<file path="config.mk">
export PLATFORM = sky130hd
export DESIGN_NAME = dfc_command_regs
export DESIGN_NICKNAME = d
export VERILOG_FILES = /design/src/rtl/dfc_command_regs.v
export VERILOG_INCLUDE_DIRS = /design/src /design/src/rtl
export SDC_FILE = /design/constraint.sdc
export NUM_CORES = 1
export LEC_CHECK = 0
export BUFFER_PORTS_ARGS = -buffer_cell sky130_fd_sc_hd__buf_2
export CAP_MARGIN = 10
export CORE_MARGIN = 2
export CORE_UTILIZATION = 56
export DETAILED_ROUTE_END_ITERATION = 16
export GPL_TIMING_DRIVEN = 0
export PLACE_DENSITY_LB_ADDON = 0.08
export SYNTH_ARGS = -nofsm -noshare
export SYNTH_HDL_FRONTEND = slang
export SYNTH_SLANG_ARGS = --single-unit
</file>
<file path="constraint.sdc">
create_clock -name sys_clk_i -period 5.1 [get_ports sys_clk_i]
set_clock_uncertainty 0.1 [all_clocks]
set_input_delay 0.255 -clock sys_clk_i [delete_from_list [all_inputs] [get_ports sys_clk_i]]
set_output_delay 0.255 -clock sys_clk_i [all_outputs]
set_load 0.03 [all_outputs]
</file>
<file path="src/rtl/dfc_regs.vh">
`ifndef DFC_REGS_VH
`define DFC_REGS_VH

// Parameter numbers used as register index on the access port
`define DFC_IDX_SPEED_REF 10'h2AF
`define DFC_IDX_DO_SET 10'h2B7
`define DFC_IDX_AO_ONE 10'h2B8
`define DFC_IDX_AO_TWO 10'h2B9
`define DFC_IDX_AO_THREE 10'h2BA
`define DFC_IDX_AO_FOUR 10'h2BB
`define DFC_IDX_MOD_TYPE 10'h2D3
`define DFC_IDX_LINK_STAT 10'h2D4

// Access sources
`define DFC_SRC_KEYPAD 2'h0
`define DFC_SRC_FIELDBUS 2'h1
`define DFC_SRC_NETWORK 2'h2

// Field layout
`define DFC_DO_BITS 5
`define DFC_DO_MASK 16'h001F
`define DFC_CTRL_DIR_BIT 2

// Reset values
`define DFC_RST_SPEED_REF 16'h0000
`define DFC_RST_DO_SET 16'h0000
`define DFC_RST_AO 16'h0000

// Scales
`define DFC_SYNC_SPEED 16'h2000
`define DFC_AO_FULL 16'h7FFF

// Analog output function select codes
`define DFC_AO_SEL_OTHER 3'h0
`define DFC_AO_SEL_ONE 3'h1
`define DFC_AO_SEL_FOUR 3'h4

// Link status codes
`define DFC_LINK_ABSENT 3'h0
`define DFC_LINK_UNSUPPORTED 3'h1
`define DFC_LINK_ACCESS_ERR 3'h2
`define DFC_LINK_OFFLINE 3'h3
`define DFC_LINK_ONLINE 3'h4

`endif

</file>
<file path="src/rtl/dfc_command_regs.v">
// Contract
// - Only fieldbus module writes speed reference
// - Speed reference applied only when fieldbus selected
// - Speed signed, 2000h equals synchronous speed
// - Direction from sign and control bit two
// - Bits zero to four drive relays
// - Relay follows bit only when selected
// - Keypad cannot write digital output word
// - Four analog words, used when selected
// - Analog 0000h zero, 7FFFh full scale
// - Bipolar maps full signed range linearly
// - Keypad cannot write analog value words
// - Read-only module type code zero to 25
// - Codes 16-23 and 25 mean active module
// - Link status codes zero to four reported
`timescale 1ns/100ps
`include "dfc_regs.vh"

module dfc_command_regs (
  // Clock and reset
  input wire sys_clk_i,
  input wire reset_i,
  // Parameter access port
  input wire acc_wr_i,
  input wire acc_rd_i,
  input wire [9:0] acc_idx_i,
  input wire [15:0] acc_wdata_i,
  input wire [1:0] acc_src_i,
  output wire [15:0] acc_rdata_o,
  output wire acc_ack_o,
  output wire acc_err_o,
  // Drive configuration and state
  input wire [15:0] fieldbus_control_word_i,
  input wire ref_src_fieldbus_i,
  input wire [4:0] relay_follow_i,
  input wire [4:0] relay_other_i,
  input wire [11:0] ao_func_sel_i,
  input wire [3:0] ao_bipolar_i,
  input wire [63:0] ao_other_i,
  input wire [4:0] module_type_code_i,
  input wire [2:0] link_status_code_i,
  // Motor reference
  output wire speed_ref_valid_o,
  output wire [15:0] speed_mag_o,
  output wire dir_forward_o,
  // Outputs
  output wire [4:0] relay_out_o,
  output wire [63:0] ao_level_o
);

  ////////////////////////////////////////////////////////////////////////
  // Register index decode, shared by read and write paths
  function [7:0] idx_dec;
    input [9:0] idx;
    begin
      idx_dec = 8'h00;
      case (idx)
        `DFC_IDX_SPEED_REF: idx_dec = 8'h01;
        `DFC_IDX_DO_SET: idx_dec = 8'h02;
        `DFC_IDX_AO_ONE: idx_dec = 8'h04;
        `DFC_IDX_AO_TWO: idx_dec = 8'h08;
        `DFC_IDX_AO_THREE: idx_dec = 8'h10;
        `DFC_IDX_AO_FOUR: idx_dec = 8'h20;
        `DFC_IDX_MOD_TYPE: idx_dec = 8'h40;
        `DFC_IDX_LINK_STAT: idx_dec = 8'h80;
        default: idx_dec = 8'h00;
      endcase
    end
  endfunction

  wire [7:0] sel = idx_dec(acc_idx_i);

  ////////////////////////////////////////////////////////////////////////
  // Write permission by access source; reads are open to every source
  reg may_wr_speed;
  reg may_wr_net;
  always @* begin
    may_wr_speed = 1'b0;
    may_wr_net = 1'b0;
    case (acc_src_i)
      `DFC_SRC_FIELDBUS: begin
        may_wr_speed = 1'b1;
        may_wr_net = 1'b1;
      end
      `DFC_SRC_NETWORK: begin
        may_wr_speed = 1'b0;
        may_wr_net = 1'b1;
      end
      default: begin
        // Keypad and the spare code may only read
        may_wr_speed = 1'b0;
        may_wr_net = 1'b0;
      end
    endcase
  end

  wire wr_speed = acc_wr_i && sel[0] && may_wr_speed;
  wire wr_do = acc_wr_i && sel[1] && may_wr_net;
  wire [3:0] wr_ao = {4{acc_wr_i && may_wr_net}} & sel[5:2];

  // Anything not accepted is refused: bad source, read-only or unmapped
  wire wr_ok = wr_speed || wr_do || (|wr_ao);
  wire rd_ok = acc_rd_i && (|sel);

  ////////////////////////////////////////////////////////////////////////
  // Stored words
  reg [15:0] speed_ref_ff;
  reg [15:0] do_set_ff;
  reg [63:0] ao_val_ff;

  always @(posedge sys_clk_i) begin
    if (reset_i) begin
      speed_ref_ff <= `DFC_RST_SPEED_REF;
      do_set_ff <= `DFC_RST_DO_SET;
    end else begin
      if (wr_speed) begin
        speed_ref_ff <= acc_wdata_i;
      end
      if (wr_do) begin
        do_set_ff <= acc_wdata_i & `DFC_DO_MASK;
      end
    end
  end

  genvar g;
  generate
    for (g = 0; g < 4; g = g + 1) begin : g_ao_store
      always @(posedge sys_clk_i) begin
        if (reset_i) begin
          ao_val_ff[16*g+15:16*g] <= `DFC_RST_AO;
        end else if (wr_ao[g]) begin
          ao_val_ff[16*g+15:16*g] <= acc_wdata_i;
        end
      end
    end
  endgenerate

  ////////////////////////////////////////////////////////////////////////
  // Read mux and access answer
  reg [15:0] nxt_rdata;
  always @* begin
    nxt_rdata = 16'h0000;
    case (1'b1)
      sel[0]: nxt_rdata = speed_ref_ff;
      sel[1]: nxt_rdata = do_set_ff;
      sel[2]: nxt_rdata = ao_val_ff[15:0];
      sel[3]: nxt_rdata = ao_val_ff[31:16];
      sel[4]: nxt_rdata = ao_val_ff[47:32];
      sel[5]: nxt_rdata = ao_val_ff[63:48];
      sel[6]: nxt_rdata = {11'h000, module_type_code_i};
      sel[7]: nxt_rdata = {13'h0000, link_status_code_i};
      default: nxt_rdata = 16'h0000;
    endcase
  end

  // Refusal: wrong source, read-only word or unmapped index
  reg nxt_err;
  always @* begin
    nxt_err = 1'b0;
    if (acc_wr_i && !wr_ok) begin
      nxt_err = 1'b1;
    end
    if (acc_rd_i && !rd_ok) begin
      nxt_err = 1'b1;
    end
  end

  reg [15:0] rdata_ff;
  reg ack_ff;
  reg err_ff;
  always @(posedge sys_clk_i) begin
    if (reset_i) begin
      rdata_ff <= 16'h0000;
      ack_ff <= 1'b0;
      err_ff <= 1'b0;
    end else begin
      ack_ff <= acc_wr_i || acc_rd_i;
      err_ff <= nxt_err;
      if (acc_rd_i) begin
        rdata_ff <= rd_ok ? nxt_rdata : 16'h0000;
      end
    end
  end

  ////////////////////////////////////////////////////////////////////////
  // Speed reference to the motor
  wire ref_neg = speed_ref_ff[15];
  reg [15:0] ref_abs;
  always @* begin
    ref_abs = speed_ref_ff;
    if (ref_neg) begin
      // 8000h has no positive twin and stays 8000h
      ref_abs = ~speed_ref_ff + 16'h0001;
    end
  end

  reg nxt_dir_fwd;
  always @* begin
    nxt_dir_fwd = 1'b1;
    case ({fieldbus_control_word_i[`DFC_CTRL_DIR_BIT], ref_neg})
      2'h2: nxt_dir_fwd = 1'b1;
      2'h3: nxt_dir_fwd = 1'b0;
      2'h0: nxt_dir_fwd = 1'b0;
      2'h1: nxt_dir_fwd = 1'b1;
      default: nxt_dir_fwd = 1'b1;
    endcase
  end

  reg ref_valid_ff;
  reg [15:0] speed_mag_ff;
  reg dir_fwd_ff;
  always @(posedge sys_clk_i) begin
    if (reset_i) begin
      ref_valid_ff <= 1'b0;
      speed_mag_ff <= 16'h0000;
      dir_fwd_ff <= 1'b1;
    end else begin
      ref_valid_ff <= ref_src_fieldbus_i;
      speed_mag_ff <= ref_src_fieldbus_i ? ref_abs : 16'h0000;
      // Direction is kept live even while the reference is not selected
      dir_fwd_ff <= nxt_dir_fwd;
    end
  end

  ////////////////////////////////////////////////////////////////////////
  // Relay outputs
  // One flip-flop per relay so each follows its own function selection
  reg [4:0] relay_ff;
  generate
    for (g = 0; g < `DFC_DO_BITS; g = g + 1) begin : g_relay
      always @(posedge sys_clk_i) begin
        if (reset_i) begin
          relay_ff[g] <= 1'b0;
        end else if (relay_follow_i[g]) begin
          // one bit per relay, 1 closes
          relay_ff[g] <= do_set_ff[g];
        end else begin
          relay_ff[g] <= relay_other_i[g];
        end
      end
    end
  endgenerate

  ////////////////////////////////////////////////////////////////////////
  // Analog outputs: level is unsigned, offset-binary only when bipolar, 0000h bottom of span
  // Analog function select: codes one to four name a value word
  function ao_sel_is_word;
    input [2:0] fsel;
    begin
      ao_sel_is_word = (fsel >= `DFC_AO_SEL_ONE) &&
                       (fsel <= `DFC_AO_SEL_FOUR);
    end
  endfunction

  reg [63:0] ao_level_ff;
  generate
    for (g = 0; g < 4; g = g + 1) begin : g_ao_out
      wire [2:0] fsel = ao_func_sel_i[3*g+2:3*g];
      wire [1:0] widx = fsel[1:0] - 2'h1;
      wire use_word = ao_sel_is_word(fsel);
      wire [15:0] word = ao_val_ff[16*widx +: 16];
      // 7FFFh is full, negatives clamp low
      reg [15:0] uni;
      always @* begin
        uni = 16'h0000;
        if (word[15]) begin
          // Negative codes have no place on a one-sided span
          uni = 16'h0000;
        end else begin
          // Repeat the top bit so that 7FFFh reaches FFFFh
          uni = {word[14:0], word[14]};
        end
      end
      wire [15:0] bip = word ^ 16'h8000;
      always @(posedge sys_clk_i) begin
        if (reset_i) begin
          ao_level_ff[16*g+15:16*g] <= 16'h0000;
        end else if (use_word) begin
          ao_level_ff[16*g+15:16*g] <= ao_bipolar_i[g] ? bip : uni;
        end else begin
          ao_level_ff[16*g+15:16*g] <= ao_other_i[16*g+15:16*g];
        end
      end
    end
  endgenerate

  assign acc_rdata_o = rdata_ff;
  assign acc_ack_o = ack_ff;
  assign acc_err_o = err_ff;
  assign speed_ref_valid_o = ref_valid_ff;
  assign speed_mag_o = speed_mag_ff;
  assign dir_forward_o = dir_fwd_ff;
  assign relay_out_o = relay_ff;
  assign ao_level_o = ao_level_ff;

endmodule // dfc_command_regs

</file>
==> results.sh <==
export IMPL_status="finished with violations"
export IMPL_violations="hold timing"
export IMPL_clock_path_buffers=2
export IMPL_h_tree_depth=4
export IMPL_ys_async_sr_fraction_pct=0
export IMPL_ir_worst_vdd_mv=0.302
export IMPL_fmax_mhz=350
export IMPL_most_common_layout_cells="buf_2, dfxtp_1, nand2_1"
export IMPL_die_area_sq_um=18600
export IMPL_slew_headroom_pct=46.4
export IMPL_cp_start_kind="input port"
export IMPL_dr_pass1_iters=7
export IMPL_multi_input_area_sq_um=5530
export IMPL_syn_area_sq_um=9810
export IMPL_holdWs_ns=-0.00464
export IMPL_min_path_cells=3
export IMPL_die_w_microns=136
export IMPL_finalWeightedCongestion=0.978
export IMPL_vias_per_cell=6.10
export IMPL_grt_pass1_vias=9240
export IMPL_comb_power_share_pct=15.4
export IMPL_min_delay_start="ao_other_i[45]"
export IMPL_r2r_start="speed_ref_ff[2]"
export IMPL_grt_pass1_wl_microns=49200
export IMPL_synth_edf_count=0
export IMPL_hold_path_class="input port to register"
export IMPL_rows=48
export IMPL_path_clk_slew_ns=0.07
export IMPL_core_sq_um=17200
export IMPL_fp_dieH_microns=136
export IMPL_grt_start_max_net_pins=19
export IMPL_tightest_slew_ns=0.803
export IMPL_switching_share_pct=28.3
export IMPL_path_max_fanout=10
export IMPL_num_vias=9854
export IMPL_cp_end_kind="register"
export IMPL_worstHoldEndpoint="ao_level_o[45]"
export IMPL_use_met3_pct=8.17
export IMPL_r2r_slack_ns=3.04
export IMPL_worstPathArrival_ns=3.08
export IMPL_hold_viol=2
export IMPL_numClockSinks=190
export IMPL_clock_latency_ns=0.46
export IMPL_cts_tree="yes"
export IMPL_port_buffers=229
export IMPL_ys_flop_type="dfxtp_1"
export IMPL_drtAntennaViolNets=0
export IMPL_worstRegToRegCells=6
export IMPL_root_buffer="clkbuf_16"
export IMPL_cp_required_ns=5.33
export IMPL_grt_setup_unrepaired="no"
export IMPL_initial_core_util_pct=56.9
export IMPL_r2r_end="speed_mag_o[13]"
export IMPL_ys_types=61
export IMPL_p_int_mw=2.47
export IMPL_hpwl_microns=23400
export IMPL_post_cts_buffers=0
export IMPL_stdcell_count=1616
export IMPL_ff_latch_area_sq_um=3800
export IMPL_antenna_found_initial=0
export IMPL_layout_drive_gt1_share_pct=28.3
export IMPL_syn_instance_count=1059
export IMPL_cts_buffers=17
export IMPL_cts_hold_buf=70
export IMPL_syn_num_nets=1216
export IMPL_setup_violations_final=0
export IMPL_fin_setup_tns_ns=0
export IMPL_yosysWarnings=0
export IMPL_drt_wl_total_microns=32300
export IMPL_cts_resized=0
export IMPL_avgSynthCellArea_sq_um=9.26
export IMPL_power_density_nw_per_um2=275
export IMPL_clkPwrFrac_pct=40.0
export IMPL_pin_count=252
export IMPL_grt_busiest_layer="met2"
export IMPL_layout_cells_most_common="buf_2"
export IMPL_fillCellCount=1307
export IMPL_gr_total_overflow=0
export IMPL_power_frac_seq_pct=44.6
export IMPL_met1_usage_pct=44.4
export IMPL_period_needed_ns=2.86
export IMPL_leakage_nw=4.96
export IMPL_grt_use_met2_pct=56.3
export IMPL_nets=1535
export IMPL_p_switching_uw=975
export IMPL_drcViolationCount=0
export IMPL_gr_usage_all_layers_pct=34.8
export IMPL_period_share_pct=56.0
export IMPL_drt_wirelength_per_cell_microns=20.0
export IMPL_dp_cells=1513
export IMPL_max_cap_violations=0
export IMPL_antenna_cells=0
export IMPL_drtIter0Drc=663
export IMPL_slew_viol_final=0
export IMPL_synth_seq_area_share_pct=38.8
export IMPL_ys_ff_latch=190
export IMPL_crit_type="input port to register"
export IMPL_synthToLayoutAreaGrowth_pct=27.9
state kept, by name (all words and copies together) (netlist names):
name / count
acc_ack_o: 1
acc_err_o: 1
dir_forward_o: 1
speed_mag_o: 16
speed_ref_ff: 16
ao_level_o: 64
acc_rdata_o: 16
relay_out_o: 5
speed_ref_valid_o: 1
do_set_ff: 5
ao_val_ff: 64
worst max path at each step:
stage / end / slack [ns] / startpoint / cells after the start
2_1_floorplan: ao_level_o[10] / 2.52 / ao_func_sel_i[0] / 9
3_3_place_gp: ao_level_o[38] / 1.87 / ao_func_sel_i[6] / 10
3_5_place_dp: ao_level_o[3] / 1.84 / ao_func_sel_i[0] / 10
4_1_cts: ao_level_o[38] / 2.26 / ao_func_sel_i[6] / 10
5_1_grt: ao_level_o[38] / 2.08 / ao_func_sel_i[6] / 10
6_report: ao_level_o[3] / 2.24 / ao_func_sel_i[0] / 10
final cells by class:
type	count	share of cell area [%]
Sequential cell	190	30.3
Multi-Input combinational cell	765	44.1
Tap cell	225	2.24
Timing Repair Buffer	300	14.8
Clock inverter	15	1.38
Buffer	91	3.35
Clock buffer	17	3.39
Inverter	13	0.389
worst max-delay path: stages:
cell and delay, ns:
buf_2 0.09, buf_2 0.29, buf_2 0.37, inv_1 0.09, ha_1 0.29, buf_2 0.24
buf_1 0.51, mux4_2 0.48, a221oi_1 0.37, nor3_1 0.09
stage by stage:
step / hold WS [ns] / power (mW) / area, sq um / utilization, % / worst slack (ns)
global placement: 0.352 / 2.04 / 11200 / 65.2 / 1.87
global route: 0.00434 / 3.54 / 12500 / 72.8 / 2.08
CTS: 0.000652 / 3.44 / 12500 / 72.7 / 2.26
finish: -0.00464 / 3.44 / 12500 / 72.8 / 2.24
floorplan: 0.271 / 1.88 / 9810 / - / 2.52
detailed placement: 0.355 / 2.05 / 11200 / 65.2 / 1.84
cells by family after synthesis:
logic type / Yosys count / synth area share, %
multiplexers: 86 / 18.3
flip-flops: 190 / 38.8
XOR/XNOR: 14 / 1.25
AND/OR/NAND/NOR: 425 / 19.6
AO/OA/AOI/OAI: 230 / 15.9
buffers and inverters: 104 / 4.78
adder cells (fa/ha/maj): 10 / 1.28
layer usage:
metal,share of wire [%],wire [microns],vias to the layer above
met1,39,12600,4609
li1,-,-,4553
met2,47,15100,605
met4,4.0,1300,0
met3,9.9,3200,87
met5,0,0,-
cell usage after synthesis (3+ instances only):
library cell | instances | area share, %
o31ai_1 | 3 | 0.23
nand4b_1 | 5 | 0.45
nor2b_1 | 5 | 0.32
mux2i_1 | 11 | 1.1
buf_1 | 5 | 0.19
o21ba_2 | 4 | 0.41
o21ai_0 | 11 | 0.56
nor3_1 | 71 | 3.6
buf_4 | 9 | 0.69
clkbuf_1 | 46 | 1.8
buf_2 | 26 | 1.3
a21oi_1 | 92 | 4.7
clkbuf_2 | 4 | 0.20
ha_1 | 10 | 1.3
a211oi_1 | 10 | 0.77
and4b_1 | 4 | 0.41
nand2b_1 | 7 | 0.45
nand3_1 | 4 | 0.20
dfxtp_1 | 190 | 39
nor2_1 | 112 | 4.3
xor2_1 | 12 | 1.1
o21ai_1 | 4 | 0.20
inv_1 | 13 | 0.50
nand2_1 | 185 | 7.1
o21a_1 | 4 | 0.31
nor2_2 | 5 | 0.32
a21o_1 | 4 | 0.31
and3b_1 | 3 | 0.27
mux4_2 | 75 | 17
a22oi_1 | 17 | 1.3
a221oi_1 | 64 | 5.7
power by group through the flow:
stage	Clock (mW)	Sequential [mW]	Combinational, mW
2_1_floorplan	0	1.66	0.222
3_3_place_gp	0	1.57	0.474
3_5_place_dp	0	1.57	0.480
4_1_cts	1.38	1.54	0.523
5_1_grt	1.44	1.54	0.568
6_report	1.38	1.54	0.529
(Power assumes the default switching activity.)
